===== src/sfsc_consts.svh =====
/*
  Constants for the SIMD/FP status and control register bank: offsets,
  field positions, reset values. Assumes inclusion by the bank module
  and the test bench only.
*/
// Functional notes
// - SIMD path sees only status bits 31..27; the rest serve scalar FP.
// - Bits 31..28 hold N, Z, C, V; no direct conditional execution.
// - Saturation sticky bit 27 sets when any SIMD op saturates.
// - Bit 25: 0 NaNs propagate, 1 default NaN returned.
// - SIMD always acts as if default-NaN mode is on.
// - Bit 24 enables flush-to-zero for scalar FP.
// - SIMD always flushes to zero.
// - Bits 23..22 rounding: 00 nearest, 01 +inf, 10 -inf, 11 zero.
// - SIMD always rounds to nearest.
// - Bits 21..20 stride: 00 gives one, 11 gives two.
// - Bits 18..16 vector length is field plus one.
// - Bits 15 and 12..8 are the six exception trap enables.
// - Bits 7 and 4..0 are the six sticky exception flags.
// - Exception control register reachable only from privileged access.
// - Exception bit 31 flags extra state; readable, writable here.
// - Exception bit 30 enables both units when set.
// - While disabled only identity and exception control accesses complete; the bank passes any insn_is_config instruction and all bus accesses.
// - Both units disabled out of reset.
`ifndef SFSC_CONSTS_SVH
`define SFSC_CONSTS_SVH
`define SFSC_OFF_STATUS 4'h0
`define SFSC_OFF_EXCEPT 4'h4
`define SFSC_OFF_IDENT 4'h8
`define SFSC_RST_STATUS 32'h0000_0000
`define SFSC_RST_EXCEPT 32'h0000_0000
`define SFSC_IDENT_VALUE 32'h0000_5A01 // Arbitrary value, names no maker
`define SFSC_MASK_STATUS 32'hFFFF_FFFF
`define SFSC_MASK_STICKY 32'h0800_009F
`define SFSC_BIT_EXTRA 31
`define SFSC_BIT_ENABLE 30
`define SFSC_BIT_SAT 27
`define SFSC_BIT_DNAN 25
`define SFSC_BIT_FTZ 24
`define SFSC_RMODE_HI 23
`define SFSC_RMODE_LO 22
`define SFSC_STRIDE_HI 21
`define SFSC_STRIDE_LO 20
`define SFSC_VCOUNT_HI 18
`define SFSC_VCOUNT_LO 16
`define SFSC_BIT_DENORM_TRAP 15
`define SFSC_TRAP_HI 12
`define SFSC_TRAP_LO 8
`define SFSC_BIT_DENORM_STICKY 7
`define SFSC_EXC_HI 4
`define SFSC_EXC_LO 0
`endif


===== src/sfsc_pkg.sv =====
/*
  Types for the SIMD/FP status and control register bank.
  Assumes no other package.
*/
package sfsc_pkg;
  // Rounding modes of the scalar path
  typedef enum logic [1:0] {
    SFSC_ROUND_NEAREST = 2'h0,
    SFSC_ROUND_POS = 2'h1,
    SFSC_ROUND_NEG = 2'h2,
    SFSC_ROUND_ZERO = 2'h3
  } sfsc_round_t;
  // Bus data-phase states, one-hot
  typedef enum logic [2:0] {
    SFSC_ST_IDLE = 3'h1,
    SFSC_ST_WRITE = 3'h2,
    SFSC_ST_READ = 3'h4
  } sfsc_state_t;
endpackage : sfsc_pkg


===== src/sfsc_regs.sv =====
/*
  SIMD/FP status and control register bank: an AHB-Lite slave with
  the status/control register, the exception control register and a
  read-only identity word, plus mode outputs to the datapaths and
  event inputs from them. Assumes one clock, hclk, and that event
  inputs are synchronous one-cycle pulses.
*/
`timescale 1ns/10ps
`include "sfsc_consts.svh"
module sfsc_regs import sfsc_pkg::*; (
  // Clock and reset
  input wire logic hclk,
  input wire logic hresetn,
  // AHB-Lite slave
  input wire logic hsel,
  input wire logic [31:0] haddr,
  input wire logic [1:0] htrans,
  input wire logic hwrite,
  input wire logic [2:0] hsize,
  input wire logic [3:0] hprot,
  input wire logic [31:0] hwdata,
  input wire logic hready,
  output logic [31:0] hrdata,
  output logic hreadyout,
  output logic hresp,
  // Datapath result flags and events
  input wire logic flags_we,
  input wire logic [3:0] flags_in,
  input wire logic sat_event,
  input wire logic [5:0] exc_event,
  // Instruction gate from the decoder
  input wire logic insn_is_config,
  input wire logic insn_is_simd,
  output logic insn_undefined,
  // Modes to the scalar path
  output logic scalar_default_nan,
  output logic scalar_flush_zero,
  output sfsc_round_t scalar_round,
  output logic [1:0] vector_stride,
  output logic [3:0] vector_register_count,
  output logic [5:0] trap_enables,
  // Modes to the SIMD path
  output logic simd_default_nan,
  output logic simd_flush_zero,
  output sfsc_round_t simd_round,
  output logic [4:0] simd_status,
  output logic units_enabled
);
  sfsc_state_t state_reg, state_next;
  logic [31:0] status_reg, status_next;
  logic [31:0] except_reg, except_next;
  logic [3:0] addr_reg, addr_next;
  logic [31:0] hrdata_reg, hrdata_next;

  // Byte offset decode within the bank
  function automatic logic is_off(input logic [3:0] a, input logic [3:0] off);
    is_off = (a == off);
  endfunction : is_off

  // Address phase qualification
  wire xfer_valid = hsel && hready && htrans[1];
  wire [3:0] a_off = haddr[3:0];
  // Exception control privileged only; unprivileged writes to it dropped, reads see zero
  wire priv = hprot[1];
  wire wr_status = (state_reg == SFSC_ST_WRITE) && is_off(addr_reg, `SFSC_OFF_STATUS);
  wire wr_except = (state_reg == SFSC_ST_WRITE) && is_off(addr_reg, `SFSC_OFF_EXCEPT);

  // Sticky sources: set wins over a software zero in the same cycle
  wire [31:0] sticky_set = {4'h0, sat_event, 19'h0, exc_event[5], 2'h0,
                            exc_event[4:0]};
  wire [31:0] sw_status = wr_status ? hwdata : status_reg;
  wire [31:0] flags_merged = flags_we ? {flags_in, sw_status[27:0]} : sw_status;
  // Sticky bits only clear from software zero, never from datapath
  wire [31:0] sticky_keep = wr_status ? (hwdata & `SFSC_MASK_STICKY)
                                      : (status_reg & `SFSC_MASK_STICKY);
  assign status_next = (flags_merged & ~`SFSC_MASK_STICKY) | sticky_keep | sticky_set;
  // Both bits 31 and 30 writable; others stored as software leaves them
  assign except_next = (wr_except && addr_reg[3:2] == 2'h1) ? hwdata : except_reg;

  // Data phase tracking
  wire ok_xfer = xfer_valid && (priv || !is_off(a_off, `SFSC_OFF_EXCEPT));
  assign state_next = !ok_xfer ? SFSC_ST_IDLE : (hwrite ? SFSC_ST_WRITE : SFSC_ST_READ);
  assign addr_next = ok_xfer ? a_off : addr_reg;
  // Read mux; unmapped offsets read zero
  assign hrdata_next = !(ok_xfer && !hwrite) ? 32'h0000_0000 :
                       is_off(a_off, `SFSC_OFF_STATUS) ? status_next :
                       is_off(a_off, `SFSC_OFF_EXCEPT) ? except_next :
                       is_off(a_off, `SFSC_OFF_IDENT) ? `SFSC_IDENT_VALUE : 32'h0000_0000;

  // Registers
  always_ff @(posedge hclk or negedge hresetn) begin
    if (!hresetn) begin
      state_reg <= SFSC_ST_IDLE;
      status_reg <= `SFSC_RST_STATUS;
      except_reg <= `SFSC_RST_EXCEPT;
      addr_reg <= 4'h0;
      hrdata_reg <= 32'h0000_0000;
    end else begin
      state_reg <= state_next;
      status_reg <= status_next;
      except_reg <= except_next;
      addr_reg <= addr_next;
      hrdata_reg <= hrdata_next;
    end
  end

  // Zero wait states, always OKAY
  assign hreadyout = 1'b1;
  assign hresp = 1'b0;
  assign hrdata = hrdata_reg;

  // Mode outputs
  assign units_enabled = except_reg[`SFSC_BIT_ENABLE];
  assign insn_undefined = insn_is_simd && !units_enabled && !insn_is_config;
  assign scalar_default_nan = status_reg[`SFSC_BIT_DNAN];
  assign scalar_flush_zero = status_reg[`SFSC_BIT_FTZ];
  assign scalar_round = sfsc_round_t'(status_reg[`SFSC_RMODE_HI:`SFSC_RMODE_LO]);
  assign vector_stride = status_reg[`SFSC_STRIDE_HI:`SFSC_STRIDE_LO];
  assign vector_register_count = {1'b0, status_reg[`SFSC_VCOUNT_HI:`SFSC_VCOUNT_LO]} + 4'h1;
  assign trap_enables = {status_reg[`SFSC_BIT_DENORM_TRAP],
                         status_reg[`SFSC_TRAP_HI:`SFSC_TRAP_LO]};
  // SIMD path ignores the scalar mode bits
  assign simd_default_nan = 1'b1;
  assign simd_flush_zero = 1'b1;
  assign simd_round = SFSC_ROUND_NEAREST;
  assign simd_status = status_reg[31:27];

  // Checks
  a_sat_sticky_set: assert property (@(posedge hclk) disable iff (!hresetn)
    sat_event |=> status_reg[`SFSC_BIT_SAT]) else $error("saturation flag not set");
  a_sticky_hold: assert property (@(posedge hclk) disable iff (!hresetn)
    status_reg[0] && !wr_status |=> status_reg[0]) else $error("sticky flag lost");
  a_sticky_clear: assert property (@(posedge hclk) disable iff (!hresetn)
    wr_status && !hwdata[7] && !exc_event[5] |=> !status_reg[7]) else $error("clear failed");
  a_exc_sticky: assert property (@(posedge hclk) disable iff (!hresetn)
    exc_event[5] |=> status_reg[`SFSC_BIT_DENORM_STICKY]) else $error("denormal flag not set");
  a_undef_gate: assert property (@(posedge hclk) disable iff (!hresetn)
    insn_is_simd && !insn_is_config && !except_reg[30] |-> insn_undefined)
    else $error("disabled insn not undefined");
  a_unpriv_block: assert property (@(posedge hclk) disable iff (!hresetn)
    xfer_valid && hwrite && !priv && is_off(a_off, `SFSC_OFF_EXCEPT) ##1 1'b1
    |=> $stable(except_reg)) else $error("unprivileged write landed");
  a_len_map: assert property (@(posedge hclk) disable iff (!hresetn)
    vector_register_count[2:0] == status_reg[18:16] + 3'h1 &&
    vector_register_count[3] == (status_reg[18:16] == 3'h7)) else $error("length wrong");
  a_simd_modes: assert property (@(posedge hclk) disable iff (!hresetn)
    simd_round == SFSC_ROUND_NEAREST && simd_flush_zero && simd_default_nan)
    else $error("simd modes wrong");
  a_enable_write: assert property (@(posedge hclk) disable iff (!hresetn)
    wr_except |=> units_enabled == $past(hwdata[30])) else $error("enable not stored");
  c_enable_on: cover property (@(posedge hclk) disable iff (!hresetn) $rose(units_enabled));
  c_sat_seen: cover property (@(posedge hclk) disable iff (!hresetn) sat_event);
  c_read_status: cover property (@(posedge hclk) disable iff (!hresetn)
    state_reg == SFSC_ST_READ);
endmodule : sfsc_regs


===== config.mk =====
export PLATFORM = sky130hd
export DESIGN_NAME = sfsc_regs
export DESIGN_NICKNAME = d
export VERILOG_FILES = /design/src/sfsc_pkg.sv /design/src/sfsc_regs.sv
export VERILOG_INCLUDE_DIRS = /design/src
export SDC_FILE = /design/constraint.sdc
export NUM_CORES = 1
export LEC_CHECK = 0
export BUFFER_PORTS_ARGS = -buffer_cell sky130_fd_sc_hd__buf_2
export CORE_ASPECT_RATIO = 1.25
export CORE_MARGIN = 4
export CORE_UTILIZATION = 37
export CTS_CLUSTER_DIAMETER = 150
export DETAILED_ROUTE_END_ITERATION = 10
export GPL_TIMING_DRIVEN = 1
export PLACE_DENSITY_LB_ADDON = 0.1
export SYNTH_ARGS = -nofsm -noshare
export SYNTH_HDL_FRONTEND = slang
export SYNTH_SLANG_ARGS = --single-unit

===== constraint.sdc =====
create_clock -name hclk -period 1.9 [get_ports hclk]
set_input_delay 0.38 -clock hclk [delete_from_list [all_inputs] [get_ports hclk]]
set_output_delay 0.38 -clock hclk [all_outputs]
set_load 0.02 [all_outputs]

==> results of run 1 <==
-- layer usage --
metal | global-route usage [%] | wire length (µm)
met4 | 6.26 | 143
met1 | 18.4 | 4300
met2 | 24.9 | 4700
met3 | 3.21 | 486
met5 | 0 | 13
-- worst paths after layout --
kind                           startpoint              to  cells past startpoint
max                          state_reg[0]       hrdata[0]                      6
min                               hresetn       hrdata[2]                      1
max reg2reg                  state_reg[0]       hrdata[0]                      6
min reg2reg                status_reg[14]  status_reg[14]                      2
max in group asynchronous         hresetn    state_reg[0]                      2
min in group hclk                  hwrite    state_reg[1]                      3
-- stage by stage --
stage / cell area (µm²) / TNS [ps]
2_1_floorplan: 4320 / 0
3_3_place_gp: 5000 / 0
3_5_place_dp: 5000 / 0
4_1_cts: 5310 / 0
5_1_grt: 5360 / -46.4
6_report: 5360 / 0
-- timing repair --
item                                   CTS  global route
setup endpoints to repair                0            20
endpoints found under the hold margin    0             0
setup buffers                            0             4
resized for setup                        0             4
-- report_power, final --
part / total, µW / internal, µW / switching [µW] / leakage, µW
Clock: 1880 / 1100 / 782 / 0.000149
Sequential: 2330 / 2280 / 49.7 / 0.00128
Combinational: 400 / 156 / 244 / 0.00157
Total: 4610 / 3540 / 1080 / 0.00301
-- placed cells by master (no fill, tap or decap), types with 2 or more instances in the layout --
master and n:
and3_1 2, o31ai_1 8, buf_4 19, mux2i_1 44, buf_12 5, dfrtp_1 102, nor2_1 16, nand2_1 19
mux2i_2 2, conb_1 6, buf_2 110, o22ai_1 21, o32ai_2 2, clkbuf_16 9, nor2b_1 4, inv_1 51
a21oi_1 2, o32ai_1 8, nor3_1 16, clkbuf_8 2, nand3_1 5
-- cell type report --
cell class              instances  area (µm²)  share of cell area [%]
flip-flops and latches        103        2580                    48.1
clock inverters                 4        51.3                   0.957
multi-input cells             178        1320                    24.6
clock buffers                  12         256                    4.79
well taps                     135         169                    3.15
repair buffers                134         793                    14.8
inverters                      51         191                    3.57
-- cell families after synthesis --
family | synth area share, %
muxes | 11.5
adders and majority gates | 0.291
other | 0.175
DFF | 59.9
xor gates and xnor gates | 0.204
buffers and inverters | 10.2
AOI/OAI and AO/OA | 8.52
and+or+nand+nor | 9.22
==> metrics.csv, run 1 <==
metric,value,unit
cts-buffers-inserted,9,
ant_nets,0,
period_share,95.0,%
hpwlAfterDp,6730,µm
ioPinCount,153,
yosys-top-cells-area,"dfrtp_1 (59%), mux2i_1 (11%), inv_1 (4.4%)",
clk_latency,340,ps
drc,0,
fp.coreArea,11200,µm²
status,"finished, violations left",
fill_cells,1061,
hold_violations,2,
final.min_clock_period,1810,ps
layout.nets,570,
first_iter_violations,81,
endpoint_kind,flip-flop,
via_per_inst,4.87,
peakVddDrop,382,µV
cpLargestDelayFamily,compound AO/OA/AOI/OAI gates,
cts_tree,done,
antenna_found_initial,1,
synth-seq-cells,103,
synth_flop_cell,dfrtp_1,
crit_slowest_cell,dfstp_2,
cp_common_cell,buf_4,
place.gp.congestion,0.761,
clock-sinks,103,
ys_seq_area_share,59.9,%
dieHeight,129,µm
reg2reg_slack,90,ps
start_util,38.3,%
yosys-top-cells-count,"dfrtp_1 (102), inv_1 (51), mux2i_1 (47), buf_4 (24), o22ai_1 (21)",
grt_pass1_vias,3171,
dpl_worst_slack,54.7,ps
num_rows,43,
cp.required,2130,ps
finalWirelength,9640,µm
rsz0062_at_grt,true,
first_pass_iters,4,
final_util,47.7,%
async_reset_ff_share,100,%
vias,3003,
dieArea,13400,µm²
area_growth,24.6,%
synth_warnings,0,
synth_top_area_share,59.3,%
start_kind,flip-flop,
fmax,554,MHz
whs,-3.72,ps
placed_cells,597,
p_leak,0.00301,µW
worstHoldPathType,input pin to async pin,
finalSetupViolCount,0,
h-tree-depth,3,
max_cap_viol_count,0,
cp_cell_sequence,nor4b_2 > buf_4 > and3b_1 > buf_4 > a2111o_1 > a32o_1,
synth-edff-count,0,
grt_use_total,14.8,%
wl_per_cell,15.6,µm
instances_no_fill,617,
synth_area,4300,µm²
grt_overflow,0,
crit_buf_inv,2,
clkTransAtPathRegs,70,ps
slew_viol_final,0,
crit_type,flip-flop to flip-flop,
skew,7.78,ps
hold_buffers,0,
die_w,104,µm
drive_gt1_share,33.4,%
power,4610,µW
crit_arrival,2040,ps
grt_max_degree,36,
synth_area_leader_cell,dfrtp_1,
cts_root_buf,clkbuf_16,
clockBufferDepth,2,
slowest_delay,520,ps
syn_inst,365,
grt_pass1_wl,15800,µm
n_antenna_cell,0,
violations,negative hold slack,
io_buffers,111,
p_per_area,860,nW/µm²
timing.final.ws_setup,94.5,ps
synth_most_common_cell,dfrtp_1,
syn_area_per_cell,11.8,µm²
crit_path_max_fanout,10,
synthDistinctLibCells,42,
(Power assumes the default switching activity.)
==> inputs of run 2 (changes only) <==
==> constraint.sdc (replaced) <==
create_clock -name hclk -period 1.9 [get_ports hclk]
set_input_delay 0.285 -clock hclk [delete_from_list [all_inputs] [get_ports hclk]]
set_output_delay 0.285 -clock hclk [all_outputs]
set_load 0.02 [all_outputs]
==> run 2 against run 1 <==
Against the previous run: the flow now finishes without violations; critical path depth up 1; clock skew down 0.67 ps; die area unchanged; register-to-register slack better by 30 ps; sequential share of layout area up 0.52 points; core utilization down 0.51 points; combinational power about the same; count of clock-buffer cells in the layout up 2; power down 3.4%; hold slack better by 180 ps; maximum frequency up 1.8%; first-iteration DRC count up 56%; highest routed layer unchanged.
==> metrics.csv, run 2 (same netlist as run 1, synthesis figures left out) <==
metric,value,unit,change
cts-buffers-inserted,9,,unchanged
grt_overflow,0,,unchanged
grt_max_degree,60,,was 36
p_clk_share,38.7,%,was 40.7%
status,finished clean,,"was finished, violations left"
die_w,104,µm,unchanged
crit_slowest_cell,dfrtp_1,,was dfstp_2
p_sw,1050,µW,was 1080 µW
clk_latency,330,ps,was 340 ps
grt_pass1_wl,15700,µm,was 15800 µm
final_util,47.2,%,was 47.7%
first_pass_iters,4,,unchanged
ioPinCount,153,,unchanged
crit_path_max_fanout,10,,unchanged
mostFrequentLayoutCells,"buf_2 (110), dfrtp_1 (102), inv_1 (51)",,unchanged
layout_commonest_cell,buf_2,,unchanged
switching_share,23.6,%,was 23.3%
n_antenna_cell,0,,unchanged
ant_nets,0,,unchanged
peakVddDrop,387,µV,was 382 µV
hold_violations,0,,was 2
combPwrFrac,9.0,%,was 8.7%
hold_depth,2,,
skew,7.12,ps,was 7.78 ps
cts_root_buf,clkbuf_16,,unchanged
final.min_clock_period,1770,ps,was 1810 ps
cp_cell_sequence,nor4b_2 > buf_4 > buf_4 > and2_1 > buf_12 > o31ai_1 > o32ai_1,,was nor4b_2 > buf_4 > and3b_1 > buf_4 > a2111o_1 > a32o_1
cts_tree,done,,unchanged
p_seq_share,52.3,%,was 50.6%
rr_worst_depth,7,,was 6
finalSetupViolCount,0,,unchanged
slowest_delay,390,ps,was 520 ps
fp.coreArea,11200,µm²,unchanged
place.gp.congestion,0.765,,was 0.761
slew_viol_final,0,,unchanged
antenna_found_initial,1,,unchanged
grt_use_total,14.7,%,was 14.8%
layout.nets,568,,was 570
max_cap_viol_count,0,,unchanged
cp_common_cell,buf_4,,unchanged
crit_arrival,2000,ps,was 2040 ps
io_buffers,111,,unchanged
fin_setup_tns,0,ps,unchanged
p_leak,0.00298,µW,was 0.00301 µW
via_per_inst,4.88,,was 4.87
dieArea,13400,µm²,unchanged
p_per_area,840,nW/µm²,was 860 nW/µm²
h-tree-depth,3,,unchanged
dieHeight,129,µm,unchanged
drc,0,,unchanged
rsz0062_at_grt,false,,was true
grt_pass1_vias,3093,,was 3171
clkTransAtPathRegs,70,ps,about the same
p_int,3400,µW,was 3540 µW
start_util,38.3,%,unchanged
hpwlAfterDp,6710,µm,was 6730 µm
crit_type,flip-flop to flip-flop,,unchanged
fmax,564,MHz,was 554 MHz
reg2reg_slack,130,ps,was 90 ps
clockBufferDepth,2,,unchanged
wl_per_cell,15.7,µm,was 15.6 µm
endpoint_kind,flip-flop,,unchanged
worstHoldPathType,input pin to flip-flop,,was input pin to async pin
finalWirelength,9630,µm,was 9640 µm
vias,3003,,unchanged
first_iter_violations,126,,was 81
clock-sinks,103,,unchanged
period_share,93.3,%,was 95.0%
cp.required,2130,ps,about the same
fill_cells,1086,,was 1061
num_rows,43,,unchanged
start_kind,flip-flop,,unchanged
drive_gt1_share,32.3,%,was 33.4%
area_growth,23.2,%,was 24.6%
[run 2: changes by cell type in the layout (fill, tap and decap cells not counted)]
| cell | previous run | this run |
|---|---|---|
| clkinvlp_4 | 1 | 0 |
| dlygate4sd3_1 | 0 | 1 |
| mux2i_2 | 2 | 1 |
| and3b_1 | 1 | 0 |
| buf_4 | 19 | 16 |
| mux2i_4 | 1 | 0 |
| bufinv_16 | 1 | 0 |
| mux2i_1 | 44 | 46 |
| and3b_2 | 0 | 1 |
| clkbuf_1 | 1 | 3 |
[run 2: path summary, 6_finish.rpt]
check	from	to
min	exc_event[0]	status_reg[0]
max reg2reg	addr_reg[3]	hrdata[30]
max	addr_reg[3]	hrdata[30]
min reg2reg	status_reg[5]	status_reg[5]
min in group asynchronous	hresetn	status_reg[2]
max in group asynchronous	hresetn	hrdata[6]
[run 2: critical path, delay by kind of cell, from the launching register on]
family / cells / cell delay [ps]
buf+inv: 3 / 470
simple gates: 2 / 440
flops: 1 / 390
compound gates: 2 / 360
[run 2: cell type report]
cell class                 count  area, µm²  area share [%]
clock buffer                  14        264            4.98
clock inverter                 2       13.8           0.260
inverter                      51        191            3.61
multi-input combinational    178       1310            24.6
sequential                   103       2580            48.6
tap                          135        169            3.19
timing repair buffer         132        781            14.7
[run 2: per-stage QoR]
step | total power [µW] | worst slack [ps] | instance area, µm² | std cells | hold slack, ps
after floorplan | 2600 | 259 | 4320 | 369 | -10.6
after global placement | 2770 | 75.7 | 4990 | 596 | 294
after detailed placement | 2780 | 91.2 | 4990 | 596 | 297
after CTS | 4520 | 75.6 | 5280 | 613 | 164
after global routing | 4680 | 6.36 | 5300 | 615 | 177
final | 4460 | 127 | 5300 | 615 | 175
[run 2: per-layer routing]
layer  up-vias  GRT usage [%]  routed length [µm]
met5         -              0                  13
met4         2           4.77                  92
met3         7           3.71                 560
met2        86           24.3                4770
met1      1484           19.1                4190
li1       1424              -                   -
[run 2: repair_timing]
action,CTS,global route
hold endpoints to repair,102,0
endpoints found under the setup margin,0,16
hold buffers,1,0
gates resized for setup,0,2
buffers inserted,0,2
[run 2: power by group through the flow]
stage	clock network (µW)	registers, µW	logic, µW
final	1720	2330	400
after global routing	1890	2340	449
after CTS	1780	2330	407
after detailed placement	0	2380	404
after global placement	0	2370	396
after floorplan	0	2370	230
